### src/common/eirq_pkg.sv
// constants and types of the external interrupt register block
// Operation
// - writing one to a mask_set bit sets that mask bit; zeros change nothing
// - writing one to a mask_clear bit clears that mask bit; zeros change nothing
// - mask_state reads one bit per line, lines 0-7 at bits 0-7, non-maskable at 8
// - an event flag reads one after an event and stays until software clears it
// - writing one to an event_flag_clear bit clears that flag; zeros change nothing
// - trigger type bit zero selects edge detection, one selects level detection
// - edge polarity bit zero detects falling edges, one detects rising edges
// - level polarity bit zero triggers on low level, one on high level
// - the non-maskable line behaves like the others, on its own bit 8
// - filter select one routes the line through a three-sample majority vote
// - while a line is disabled its event flag reads zero
package eirq_pkg;
  localparam int          EIRQ_LINES      = 9;
  localparam logic [5:0]  OFS_MASK_SET    = 6'h00;
  localparam logic [5:0]  OFS_MASK_CLEAR  = 6'h04;
  localparam logic [5:0]  OFS_MASK_STATE  = 6'h08;
  localparam logic [5:0]  OFS_EVENT_FLAGS = 6'h0c;
  localparam logic [5:0]  OFS_EVENT_CLEAR = 6'h10;
  localparam logic [5:0]  OFS_TRIG_TYPE   = 6'h14;
  localparam logic [5:0]  OFS_EDGE_POL    = 6'h18;
  localparam logic [5:0]  OFS_LEVEL_POL   = 6'h1c;
  localparam logic [5:0]  OFS_FILTER_SEL  = 6'h20;
  localparam logic [5:0]  OFS_LINE_EN     = 6'h30;
  localparam logic [5:0]  OFS_LINE_DIS    = 6'h34;
  localparam logic [5:0]  OFS_LINE_STATE  = 6'h38;
  localparam logic [8:0]  LINES_RESET     = 9'h000;

  typedef struct packed {
    logic [8:0]  sync1;
    logic [8:0]  sync2;
    logic [8:0]  hist1;
    logic [8:0]  hist2;
    logic [8:0]  cond_prev;
    logic [8:0]  mask;
    logic [8:0]  flags;
    logic [8:0]  trig_type;
    logic [8:0]  edge_pol;
    logic [8:0]  level_pol;
    logic [8:0]  filter_sel;
    logic [8:0]  line_en;
    logic        ack;
    logic [31:0] rdata;
  } eirq_state_t;
endpackage

### src/core/eirq_regs.sv
// external interrupt register block with wishbone slave
module eirq_regs
  import eirq_pkg::*;
(
  input  wire logic        clk,
  input  wire logic        arst_n,
  input  wire logic        wb_cyc_i,
  input  wire logic        wb_stb_i,
  input  wire logic        wb_we_i,
  input  wire logic [5:0]  wb_adr_i,
  input  wire logic [3:0]  wb_sel_i,
  input  wire logic [31:0] wb_dat_i,
  output logic      [31:0] wb_dat_o,
  output logic             wb_ack_o,
  input  wire logic [8:0]  irq_lines,
  output logic      [8:0]  line_req,
  output logic             irq
);
  eirq_state_t s_r;
  eirq_state_t s_nxt;

  logic        req;
  logic        wr;
  logic [8:0]  wbits;
  logic [8:0]  cond;
  logic [8:0]  filt;
  logic [8:0]  evt;
  logic        dis_wr;

  // majority of three samples
  function automatic logic [8:0] vote3(input logic [8:0] a, input logic [8:0] b,
                                       input logic [8:0] c);
    vote3 = (a & b) | (a & c) | (b & c);
  endfunction

  assign req   = wb_cyc_i && wb_stb_i && !s_r.ack;
  assign wr    = req && wb_we_i;
  assign wbits = {wb_sel_i[1] & wb_dat_i[8], wb_sel_i[0] ? wb_dat_i[7:0] : 8'h00};
  assign dis_wr = wr && (wb_adr_i == OFS_LINE_DIS);

  always_comb begin
    s_nxt = s_r;
    // per line trigger condition, polarity chosen by mode
    for (int i = 0; i < EIRQ_LINES; i++) begin
      if (s_r.trig_type[i]) begin
        cond[i] = s_r.level_pol[i] ? s_r.sync2[i] : !s_r.sync2[i];
      end else begin
        cond[i] = s_r.edge_pol[i] ? s_r.sync2[i] : !s_r.sync2[i];
      end
    end
    filt = vote3(cond, s_r.hist1, s_r.hist2);
    for (int i = 0; i < EIRQ_LINES; i++) begin
      if (!s_r.filter_sel[i]) begin
        filt[i] = cond[i];
      end
    end
    // edge lines fire on inactive-to-active of the (filtered) condition
    evt = s_r.line_en & ((s_r.trig_type & filt) | (~s_r.trig_type & filt & ~s_r.cond_prev));
    s_nxt.sync1     = irq_lines;
    s_nxt.sync2     = s_r.sync1;
    s_nxt.hist1     = cond;
    s_nxt.hist2     = s_r.hist1;
    s_nxt.cond_prev = filt;
    s_nxt.ack       = req;
    s_nxt.rdata     = 32'h0000_0000;
    if (wr && wb_adr_i == OFS_MASK_SET) begin
      s_nxt.mask = s_r.mask | wbits;
    end else if (wr && wb_adr_i == OFS_MASK_CLEAR) begin
      s_nxt.mask = s_r.mask & ~wbits;
    end
    if (wr && wb_adr_i == OFS_EVENT_CLEAR) begin
      s_nxt.flags = s_r.flags & ~wbits;
    end
    if (wr && wb_adr_i == OFS_TRIG_TYPE) begin
      s_nxt.trig_type = wbits;
    end else if (wr && wb_adr_i == OFS_EDGE_POL) begin
      s_nxt.edge_pol = wbits;
    end else if (wr && wb_adr_i == OFS_LEVEL_POL) begin
      s_nxt.level_pol = wbits;
    end else if (wr && wb_adr_i == OFS_FILTER_SEL) begin
      s_nxt.filter_sel = wbits;
    end else if (wr && wb_adr_i == OFS_LINE_EN) begin
      s_nxt.line_en = s_r.line_en | wbits;
    end else if (wr && wb_adr_i == OFS_LINE_DIS) begin
      s_nxt.line_en = s_r.line_en & ~wbits;
    end
    // set wins over clear; disabled lines hold no flag
    s_nxt.flags = (s_nxt.flags | evt) & s_nxt.line_en;
    if (req && !wb_we_i) begin
      if (wb_adr_i == OFS_MASK_STATE) begin
        s_nxt.rdata = {23'h000000, s_r.mask};
      end else if (wb_adr_i == OFS_EVENT_FLAGS) begin
        s_nxt.rdata = {23'h000000, s_r.flags};
      end else if (wb_adr_i == OFS_TRIG_TYPE) begin
        s_nxt.rdata = {23'h000000, s_r.trig_type};
      end else if (wb_adr_i == OFS_EDGE_POL) begin
        s_nxt.rdata = {23'h000000, s_r.edge_pol};
      end else if (wb_adr_i == OFS_LEVEL_POL) begin
        s_nxt.rdata = {23'h000000, s_r.level_pol};
      end else if (wb_adr_i == OFS_FILTER_SEL) begin
        s_nxt.rdata = {23'h000000, s_r.filter_sel};
      end else if (wb_adr_i == OFS_LINE_STATE) begin
        s_nxt.rdata = {23'h000000, s_r.line_en};
      end else begin
        s_nxt.rdata = 32'h0000_0000;
      end
    end
  end

  always_ff @(posedge clk or negedge arst_n) begin
    if (!arst_n) begin
      s_r <= '0;
    end else begin
      s_r <= s_nxt;
    end
  end

  assign wb_ack_o = s_r.ack;
  assign wb_dat_o = s_r.rdata;
  assign line_req = s_r.flags & s_r.mask;
  assign irq      = |line_req;

  property p_mask_set;
    @(posedge clk) disable iff (!arst_n)
      (wr && wb_adr_i == OFS_MASK_SET && wb_sel_i[0] && wb_dat_i[0]) |=> s_r.mask[0];
  endproperty
  a_mask_set: assert property (p_mask_set) else $error("mask set failed");

  property p_mask_clr;
    @(posedge clk) disable iff (!arst_n)
      (wr && wb_adr_i == OFS_MASK_CLEAR && wb_sel_i[1] && wb_dat_i[8]) |=> !s_r.mask[8];
  endproperty
  a_mask_clr: assert property (p_mask_clr) else $error("mask clear failed");

  property p_mask_read;
    @(posedge clk) disable iff (!arst_n)
      (req && !wb_we_i && wb_adr_i == OFS_MASK_STATE) |=> wb_dat_o == {23'h0, $past(s_r.mask)};
  endproperty
  a_mask_read: assert property (p_mask_read) else $error("mask read wrong");

  property p_flag_hold;
    @(posedge clk) disable iff (!arst_n)
      (s_r.flags[1] && s_r.line_en[1] && !(wr && wb_adr_i == OFS_EVENT_CLEAR)
       && !(wr && wb_adr_i == OFS_LINE_DIS)) |=> s_r.flags[1];
  endproperty
  a_flag_hold: assert property (p_flag_hold) else $error("flag lost");

  property p_flag_clr;
    @(posedge clk) disable iff (!arst_n)
      (wr && wb_adr_i == OFS_EVENT_CLEAR && wb_sel_i[0] && wb_dat_i[2] && !evt[2])
      |=> !s_r.flags[2];
  endproperty
  a_flag_clr: assert property (p_flag_clr) else $error("flag clear failed");

  property p_level;
    @(posedge clk) disable iff (!arst_n)
      (s_r.line_en[3] && s_r.trig_type[3] && !s_r.filter_sel[3]
       && s_r.sync2[3] == s_r.level_pol[3] && !dis_wr) |=> s_r.flags[3];
  endproperty
  a_level: assert property (p_level) else $error("level event missed");

  property p_rise;
    @(posedge clk) disable iff (!arst_n)
      (s_r.line_en[4] && !s_r.trig_type[4] && s_r.edge_pol[4] && !s_r.filter_sel[4]
       && s_r.sync2[4] && !s_r.cond_prev[4] && !dis_wr) |=> s_r.flags[4];
  endproperty
  a_rise: assert property (p_rise) else $error("rising edge missed");

  property p_disabled;
    @(posedge clk) disable iff (!arst_n)
      !s_r.line_en[5] |-> !s_r.flags[5];
  endproperty
  a_disabled: assert property (p_disabled) else $error("flag on disabled line");

  // request toward the cpu follows a fresh unmasked event
  property p_req;
    @(posedge clk) disable iff (!arst_n)
      (evt[1] && s_r.mask[1] && !dis_wr && !(wr && wb_adr_i == OFS_MASK_CLEAR)) |=> irq;
  endproperty
  a_req: assert property (p_req) else $error("request missed");

  property p_mask_keep;
    @(posedge clk) disable iff (!arst_n)
      (wr && wb_adr_i == OFS_MASK_SET && wb_sel_i[0] && !wb_dat_i[1])
      |=> s_r.mask[1] == $past(s_r.mask[1]);
  endproperty
  a_mask_keep: assert property (p_mask_keep) else $error("mask set moved a zero bit");

  property p_unmask_keep;
    @(posedge clk) disable iff (!arst_n)
      (wr && wb_adr_i == OFS_MASK_CLEAR && wb_sel_i[0] && !wb_dat_i[3])
      |=> s_r.mask[3] == $past(s_r.mask[3]);
  endproperty
  a_unmask_keep: assert property (p_unmask_keep) else $error("mask clear moved a bit");

  property p_nmi_mask;
    @(posedge clk) disable iff (!arst_n)
      (wr && wb_adr_i == OFS_MASK_SET && wb_sel_i[1] && wb_dat_i[8])
      |=> s_r.mask[8];
  endproperty
  a_nmi_mask: assert property (p_nmi_mask) else $error("nmi mask set failed");

  property p_flag_read;
    @(posedge clk) disable iff (!arst_n)
      (req && !wb_we_i && wb_adr_i == OFS_EVENT_FLAGS)
      |=> wb_dat_o == {23'h000000, $past(s_r.flags)};
  endproperty
  a_flag_read: assert property (p_flag_read) else $error("flag read wrong");

  property p_clear_keep;
    @(posedge clk) disable iff (!arst_n)
      (wr && wb_adr_i == OFS_EVENT_CLEAR && wb_sel_i[0] && !wb_dat_i[6] && s_r.flags[6])
      |=> s_r.flags[6];
  endproperty
  a_clear_keep: assert property (p_clear_keep) else $error("flag clear hit a zero bit");

  property p_fall;
    @(posedge clk) disable iff (!arst_n)
      (s_r.line_en[6] && !s_r.trig_type[6] && !s_r.edge_pol[6] && !s_r.filter_sel[6]
       && !s_r.sync2[6] && !s_r.cond_prev[6] && !dis_wr)
      |=> s_r.flags[6];
  endproperty
  a_fall: assert property (p_fall) else $error("falling edge missed");

  property p_low;
    @(posedge clk) disable iff (!arst_n)
      (s_r.line_en[2] && s_r.trig_type[2] && !s_r.level_pol[2] && !s_r.filter_sel[2]
       && !s_r.sync2[2] && !dis_wr)
      |=> s_r.flags[2];
  endproperty
  a_low: assert property (p_low) else $error("low level missed");

  property p_edge_once;
    @(posedge clk) disable iff (!arst_n)
      (!s_r.trig_type[7] && !s_r.filter_sel[7] && !s_r.flags[7] && s_r.cond_prev[7])
      |=> !s_r.flags[7];
  endproperty
  a_edge_once: assert property (p_edge_once) else $error("edge line fired on level");

  property p_filt_block;
    @(posedge clk) disable iff (!arst_n)
      (s_r.filter_sel[0] && !s_r.flags[0] && !s_r.hist1[0] && !s_r.hist2[0])
      |=> !s_r.flags[0];
  endproperty
  a_filt_block: assert property (p_filt_block) else $error("filter passed a spike");

  property p_filt_pass;
    @(posedge clk) disable iff (!arst_n)
      (s_r.line_en[0] && s_r.trig_type[0] && s_r.filter_sel[0]
       && s_r.hist1[0] && s_r.hist2[0] && !dis_wr)
      |=> s_r.flags[0];
  endproperty
  a_filt_pass: assert property (p_filt_pass) else $error("filter lost a level");

  property p_nmi_level;
    @(posedge clk) disable iff (!arst_n)
      (s_r.line_en[8] && s_r.trig_type[8] && !s_r.filter_sel[8]
       && s_r.sync2[8] == s_r.level_pol[8] && !dis_wr)
      |=> s_r.flags[8];
  endproperty
  a_nmi_level: assert property (p_nmi_level) else $error("nmi level missed");

  // bus handshake, read data padding and register write checks
  property p_ack_pulse;
    @(posedge clk) disable iff (!arst_n)
      wb_ack_o |=> !wb_ack_o;
  endproperty
  a_ack_pulse: assert property (p_ack_pulse) else $error("ack longer than one cycle");

  property p_ack_take;
    @(posedge clk) disable iff (!arst_n)
      (wb_cyc_i && wb_stb_i && !wb_ack_o) |=> wb_ack_o;
  endproperty
  a_ack_take: assert property (p_ack_take) else $error("request not acked");

  property p_rdata_pad;
    @(posedge clk) disable iff (!arst_n)
      wb_ack_o |-> wb_dat_o[31:9] == 23'h000000;
  endproperty
  a_rdata_pad: assert property (p_rdata_pad) else $error("upper read bits set");

  property p_trig_write;
    @(posedge clk) disable iff (!arst_n)
      (wr && wb_adr_i == OFS_TRIG_TYPE && wb_sel_i[0])
      |=> s_r.trig_type[7:0] == $past(wb_dat_i[7:0]);
  endproperty
  a_trig_write: assert property (p_trig_write) else $error("trigger type write lost");

  property p_pol_write;
    @(posedge clk) disable iff (!arst_n)
      (wr && wb_adr_i == OFS_EDGE_POL && wb_sel_i[1])
      |=> s_r.edge_pol[8] == $past(wb_dat_i[8]);
  endproperty
  a_pol_write: assert property (p_pol_write) else $error("edge polarity write lost");

  property p_filt_write;
    @(posedge clk) disable iff (!arst_n)
      (wr && wb_adr_i == OFS_FILTER_SEL && wb_sel_i[0])
      |=> s_r.filter_sel[7:0] == $past(wb_dat_i[7:0]);
  endproperty
  a_filt_write: assert property (p_filt_write) else $error("filter write lost");

  c_irq: cover property (@(posedge clk) disable iff (!arst_n) $rose(irq));
  c_nmi: cover property (@(posedge clk) disable iff (!arst_n) $rose(s_r.flags[8]));
  c_filt: cover property (@(posedge clk) disable iff (!arst_n) |(evt & s_r.filter_sel));
  c_lane: cover property (@(posedge clk) disable iff (!arst_n) wr && !wb_sel_i[1]);
  c_dis: cover property (@(posedge clk) disable iff (!arst_n) dis_wr && |s_r.flags);
endmodule
### config.mk
export PLATFORM = sky130hd
export DESIGN_NAME = eirq_regs
export DESIGN_NICKNAME = d
export VERILOG_FILES = /design/src/common/eirq_pkg.sv /design/src/core/eirq_regs.sv
export SDC_FILE = /design/constraint.sdc
export NUM_CORES = 1
export LEC_CHECK = 0
export BUFFER_PORTS_ARGS = -buffer_cell sky130_fd_sc_hd__buf_4
export CAP_MARGIN = 10
export CORE_MARGIN = 2
export CORE_UTILIZATION = 36
export CTS_CLUSTER_SIZE = 24
export DETAILED_ROUTE_END_ITERATION = 12
export GPL_TIMING_DRIVEN = 0
export MAX_ROUTING_LAYER = met4
export RECOVER_POWER = 100
export SETUP_SLACK_MARGIN = 0.3
export SLEW_MARGIN = 0
export SYNTH_ARGS = -nofsm -noshare
export SYNTH_HDL_FRONTEND = slang
export SYNTH_SLANG_ARGS = --single-unit
### constraint.sdc
create_clock -name clk -period 2.1 [get_ports clk]
set_input_delay 0.42 -clock clk [delete_from_list [all_inputs] [get_ports clk]]
set_output_delay 0.42 -clock clk [all_outputs]
set_load 0.1 [all_outputs]
==> results of run 1 <==
-- power by group --
part           switching (mW)  internal (mW)  leakage, nW  total [mW]
Combinational           0.404          0.161         1.44       0.564
Sequential             0.0572           2.36         1.50        2.42
Clock                   0.962           1.84        0.284        2.80
-- cell type report --
type | instances | share of cell area, %
flip-flops and latches | 118 | 41.7
multi-input cells | 331 | 32.5
repair buffers | 79 | 8.15
clock buffers | 29 | 7.62
plain buffers | 52 | 5.31
well taps | 184 | 3.25
inverters | 19 | 1.01
clock inverters | 2 | 0.494
-- metrics by stage --
stage                     hold slack, ns  std cells
after floorplan                    0.124        520
after global placement             0.332        751
after detailed placement           0.336        752
after CTS                         0.0987        807
after global routing               0.122        814
final                              0.129        814
-- repair_timing --
| item | in CTS | in global routing |
|---|---|---|
| gates cloned | 1 | 1 |
| hold buffers | 1 | 0 |
| pin swaps | 7 | 19 |
| gates resized for setup | 30 | 56 |
| buffers inserted | 22 | 6 |
| hold endpoints to repair | 48 | 0 |
| endpoints found under the setup margin | 67 | 57 |
-- metal layers --
layer,share of wire (%),GRT usage (%)
met1,42,27.6
met4,2.5,7.71
met5,0,-
met2,47,31.3
met3,8.0,4.32
-- synth_stat cells (all sizes together) (3+ instances only) --
| cell | n | area [um2] |
|---|---|---|
| buf | 45 | 309 |
| o31ai | 9 | 67.6 |
| or3 | 6 | 37.5 |
| a31oi | 5 | 31.3 |
| nand2 | 49 | 186 |
| xor2 | 9 | 78.8 |
| a22oi | 5 | 37.5 |
| a21oi | 7 | 35.0 |
| nand2b | 12 | 75.1 |
| a221oi | 5 | 56.3 |
| o22ai | 8 | 50.1 |
| o2111ai | 9 | 78.8 |
| a222oi | 3 | 30.0 |
| mux2i | 9 | 90.1 |
| a21o | 18 | 135 |
| or2 | 3 | 18.8 |
| inv | 19 | 71.3 |
| a211o | 3 | 26.3 |
| and2 | 20 | 125 |
| a21boi | 9 | 67.6 |
| clkbuf | 7 | 26.3 |
| and3 | 4 | 25.0 |
| dfrtp | 118 | 2950 |
| a32oi | 3 | 26.3 |
| nand4 | 3 | 25.0 |
| o21ai | 77 | 385 |
| nor2 | 3 | 11.3 |
| nand3 | 12 | 60.1 |
-- worst min path at each step --
stage / from / to / slack [ns] / cells after the start
finish: irq_lines[7] / s_nxt[130] / 0.13 / 1
global route: irq_lines[6] / s_nxt[129] / 0.12 / 1
CTS: irq_lines[1] / s_nxt[124] / 0.1 / 1
detailed placement: s_nxt[125] / s_r[125] / 0.34 / 0
global placement: s_nxt[128] / s_r[128] / 0.33 / 0
floorplan: arst_n / asynchronous set/reset pin / 0.12 / 0
-- flip-flops by register name (all words and copies together), names as in the netlist, named ones only --
name,flops
s_nxt,18
s_r,81
wb_ack_o,1
wb_dat_o,9
-- logic make-up (layout without fill, tap and decap cells) --
group	count (synthesis)	after routing	synth area share (%)
compound gates	166	166	20.3
simple gates	123	123	13.1
flops	118	118	55.6
buf+inv	71	181	7.65
xor+xnor	10	10	1.65
mux	9	9	1.70
other cells	1	23	0.0706
-- worst max-delay path, delay by kind of cell (launching register included) --
family	cells	cell delay, ns
buf+inv	1	0.19
flops	1	0.39
simple gates	4	1.34
==> results.ini, run 1 <==
[synth]
synthArstFlopShare_pct = 100
yosys_warnings = 0
syn_area_per_cell_um2 = 10.7
synthFlopType = dfrtp_1
ys_ff_latch = 118
yosysSeqAreaShare_pct = 55.6
synth_edf_count = 0
syn_area_um2 = 5310
synth_cell_types = 49
synthCells = 498

[routing]
postRouteAntennaNets = 0
drc = 0
post_drt_wl_per_cell_um = 19.5
dr.first_iter.drc_count = 447
vias = 4424
drt_first_pass_iters = 5
viasPerCell = 5.43
drt-total-wl_um = 15900

[job]
maxCapViolCount = 0

[run_status]
violations = setup timing
outcome = complete, but fails checks

[clock_tree]
clock-sinks = 118
path_clk_slew_ns = 0.05
cts_tree = yes
htreeDepth = 4
clockBufferDepth = 2
cts_root_buffer = clkbuf_16
clk_latency_ns = 0.42
cts_made_buffers = 17

[timing]
worst_slack_ns = -0.648
grt_setup_unrepaired = true
slew_violations = 0
tightest_slew_ns = 1.23
fmax_ghz = 0.364
finalSetupTns_ns = -3.52
min_period_over_period_pct = 131
slew_headroom_pct = 18.2
fin_crit_ns = 2.75
setup_viol = 24
finalHoldViolCount = 0
clock_skew_ns = 0.00730

[place]
routabilityCongestion = 0.872
pre_cts_slack_ns = -0.723
dpl_cell_area_um2 = 6140
hpwl_um = 9720
numPortBuffers = 47

[grt]
grt_pass1_vias = 4382
grt_max_degree = 71
grt.overflow.total = 0
antenna_found_initial = 0
grt_pass1_wl_um = 24000
gr-usage-all-layers_pct = 20.7

[worst_setup_path]
cp_slowest_cell = or4_4
r2r_cells = 7
path_common_cell = or4_4
max_stage_delay_ns = 0.46
path_cells = and2_4, or2_4, or4_4, or4_4, buf_12
critPathRequiredTime_ns = 1.68
crit_path_max_fanout = 3
timing.rr.end = s_r[85]
end_kind = output pin
worst-endpoint-arrival_ns = 2.33
crit_end = irq
r2r_start = wb_ack_o
critPathKind = flip-flop to output pin
rrSetupSlack_ns = -0.27
critPathLaunchType = flip-flop

[floorplanning]
die_area_um2 = 15700
ios = 99
die_x_um = 125
core_area_um2 = 14500
initial_core_util_pct = 36.7
dieHeight_um = 125
rows = 44

[layout]
drive_gt1_share_pct = 30.8
mostFrequentLayoutCells = dfrtp_1 (117), buf_4 (69), o21ai_0 (49)
multi_input_area_um2 = 2300
fin_util_pct = 49.0
finalInstanceArea_um2 = 7090
nets = 674
seq_area_um2 = 2960
fillers = 1333
antenna_cells = 0
area_growth_pct = 33.4
final_common_cell = dfrtp_1

[min_path]
holdCritPathClass = input pin to flip-flop

[pwr]
total_power_mw = 5.78
p_leak_nw = 3.22
vdd_drop_max_mv = 0.553
p_per_area_nw_per_um2 = 816

Note: power is estimated with default switching activity, not from simulation.
==> inputs of run 2 (changes only) <==
- CELL_PAD_IN_SITES_DETAIL_PLACEMENT: not set -> 0
- CELL_PAD_IN_SITES_GLOBAL_PLACEMENT: not set -> 1
- PLACE_DENSITY_LB_ADDON: not set -> 0.1
==> run 2 against run 1 <==
Effect of this change: the run still ends with setup timing left; design area up 1.4%; wire length up 2.3%; sequential share of layout area down 0.57 points; count of clock-buffer cells in the layout down 10; power up 7.2%; critical path depth unchanged; largest cell class unchanged; largest power group unchanged.
==> results.ini, run 2 (same netlist as run 1, synthesis figures left out) <==
[floorplanning]
die_area_um2 = 15700  ; unchanged
die_x_um = 125  ; unchanged
rows = 44  ; unchanged
core_area_um2 = 14500  ; unchanged
initial_core_util_pct = 36.7  ; unchanged
dieHeight_um = 125  ; unchanged
ios = 99  ; unchanged

[pwr]
vdd_drop_max_mv = 0.588  ; was 0.553 mV
combPwrFrac_pct = 9.2  ; was 9.8%
seqPwrFrac_pct = 39.0  ; was 41.8%
p_int_mw = 4.68  ; was 4.36 mW
switchingPower_mw = 1.52  ; was 1.42 mW
clock_power_share_pct = 51.8  ; was 48.4%
total_power_mw = 6.20  ; was 5.78 mW
p_leak_nw = 3.23  ; was 3.22 nW
p_per_area_nw_per_um2 = 863  ; was 816 nW/um2
p_sw_share_pct = 24.6  ; about the same

[routing]
dr.first_iter.drc_count = 310  ; was 447
post_drt_wl_per_cell_um = 20.0  ; was 19.5 um
vias = 4305  ; was 4,424
viasPerCell = 5.31  ; was 5.43
drc = 0  ; unchanged
drt_first_pass_iters = 5  ; unchanged
postRouteAntennaNets = 0  ; unchanged
drt-total-wl_um = 16200  ; was 15,900 um

[run_status]
outcome = complete, but fails checks  ; unchanged
violations = setup timing  ; unchanged

[timing]
setup_viol = 13  ; was 24
fin_crit_ns = 2.77  ; was 2.75 ns
grt_setup_unrepaired = true  ; unchanged
worst_slack_ns = -0.673  ; was -0.648 ns
slew_violations = 0  ; unchanged
tightest_slew_ns = 1.37  ; was 1.23 ns
slew_headroom_pct = 8.50  ; was 18.2%
timing.hold.ws_ns = 0.126  ; was 0.129 ns
finalHoldViolCount = 0  ; unchanged
min_period_over_period_pct = 132  ; was 131%
clock_skew_ns = 0.00766  ; was 0.00730 ns
fmax_ghz = 0.361  ; was 0.364 GHz

[worst_setup_path]
cp_slowest_cell = or4_4  ; unchanged
critPathKind = flip-flop to output pin  ; unchanged
end_kind = output pin  ; unchanged
max_stage_delay_ns = 0.52  ; was 0.46 ns
critPathRequiredTime_ns = 1.68  ; about the same
crit_end = irq  ; unchanged
critPathLaunchType = flip-flop  ; unchanged
path_cells = and2_4, or2_4, or4_4, or4_4, buf_12  ; unchanged
worst-endpoint-arrival_ns = 2.35  ; was 2.33 ns
r2r_start = wb_ack_o  ; unchanged
timing.rr.end = s_r[79]  ; was s_r[85]
cp-startpoint = s_r[84]
crit_path_max_fanout = 2  ; was 3
rrSetupSlack_ns = -0.13  ; was -0.27 ns
path_common_cell = or4_4  ; unchanged
r2r_cells = 7  ; unchanged

[clock_tree]
clock-sinks = 118  ; unchanged
clockBufferDepth = 2  ; unchanged
clk_latency_ns = 0.42  ; about the same
cts_made_buffers = 17  ; unchanged
cts_tree = yes  ; unchanged
cts_root_buffer = clkbuf_16  ; unchanged
htreeDepth = 4  ; unchanged
path_clk_slew_ns = 0.06  ; was 0.05 ns

[layout]
largest_register_ffs = 81  ; unchanged
fin_util_pct = 49.6  ; was 49.0%
drive_gt1_share_pct = 34.4  ; was 30.8%
antenna_cells = 0  ; unchanged
fin_cells = 811  ; was 814
top_register = s_r  ; unchanged
mostFrequentLayoutCells = dfrtp_1 (117), buf_4 (71), o21ai_0 (51)  ; was dfrtp_1 (117), buf_4 (69), o21ai_0 (49)
final_common_cell = dfrtp_1  ; unchanged
area_growth_pct = 35.3  ; was 33.4%
nets = 670  ; was 674

[min_path]
holdCritPathClass = input pin to flip-flop  ; unchanged

[job]
maxCapViolCount = 0  ; unchanged

[grt]
grt.overflow.total = 0  ; unchanged
antenna_found_initial = 0  ; unchanged
grt_pass1_wl_um = 24400  ; was 24,000 um
gr-usage-all-layers_pct = 21.6  ; was 20.7%
grt_max_degree = 61  ; was 71
grt_pass1_vias = 4258  ; was 4,382

[place]
dpl.cell_count = 752  ; unchanged
pre_cts_slack_ns = -0.907  ; was -0.723 ns
numPortBuffers = 47  ; unchanged
hpwl_um = 10000  ; was 9720 um
routabilityCongestion = 0.823  ; was 0.872

-- run 2: changes by cell type in the layout (fill, tap and decap cells not counted), sizes merged --
cell	delta
clkbuf	-11
buf	-3
clkinvlp	+5
clkinv	+2
bufinv	+4
-- run 2: how the worst min path moves through the flow --
stage,from,end,slack (ns),cells after the start
after CTS,irq_lines[2],s_nxt[125],0.09,1
after global routing,irq_lines[2],s_nxt[125],0.10,1
after floorplan,arst_n,asynchronous set/reset pin,0.12,0
after detailed placement,s_nxt[128],s_r[128],0.34,0
after global placement,s_nxt[123],s_r[123],0.33,0
final,irq_lines[7],s_nxt[130],0.13,1
-- run 2: critical path, delay by kind of cell, from the launching register on --
kind	cells	cell delay [ns]
buffers and inverters	1	0.18
flip-flops	1	0.39
AND/OR/NAND/NOR	4	1.36
-- run 2: what timing repair did --
item / in CTS / in global routing
gates resized for setup: 24 / 80
setup buffers: 19 / 6
pin swaps: 8 / 14
hold buffers: 1 / 0
hold endpoints to repair: 11 / 0
cloned: 1 / 0
setup endpoints to repair: 67 / 41
-- run 2: cell type report --
class / count / area (um2)
clock buffer: 19 / 453
multi-input combinational: 331 / 2350
clock inverter: 13 / 203
fill: 1355 / 7290
timing repair buffer: 75 / 558
tap: 184 / 230
buffer: 52 / 364
sequential: 118 / 2960
inverter: 19 / 71.3
-- run 2: power by group through the flow --
stage          clock network [mW]  registers [mW]  logic, mW
2_1_floorplan                   0            2.44      0.381
3_5_place_dp                    0            2.45      0.547
4_1_cts                      3.27            2.41      0.560
5_1_grt                      3.39            2.43      0.614
3_3_place_gp                    0            2.45      0.532
6_report                     3.22            2.42      0.570
-- run 2: stage by stage --
step / TNS, ns / instance area [um2]
after floorplan: -0.329 / 5530
after global placement: -22.56 / 6110
after detailed placement: -23.19 / 6140
after CTS: -0.675 / 7020
after global routing: -4.24 / 7190
final: -1.66 / 7190
-- run 2: layer usage --
layer / vias to the layer above / global-route usage (%) / wire length, um
met5: - / - / 0
li1: 1978 / - / -
met3: 38 / 6.25 / 1000
met2: 179 / 32.4 / 7640
met4: 0 / 9.22 / 445
met1: 2110 / 27.4 / 7130
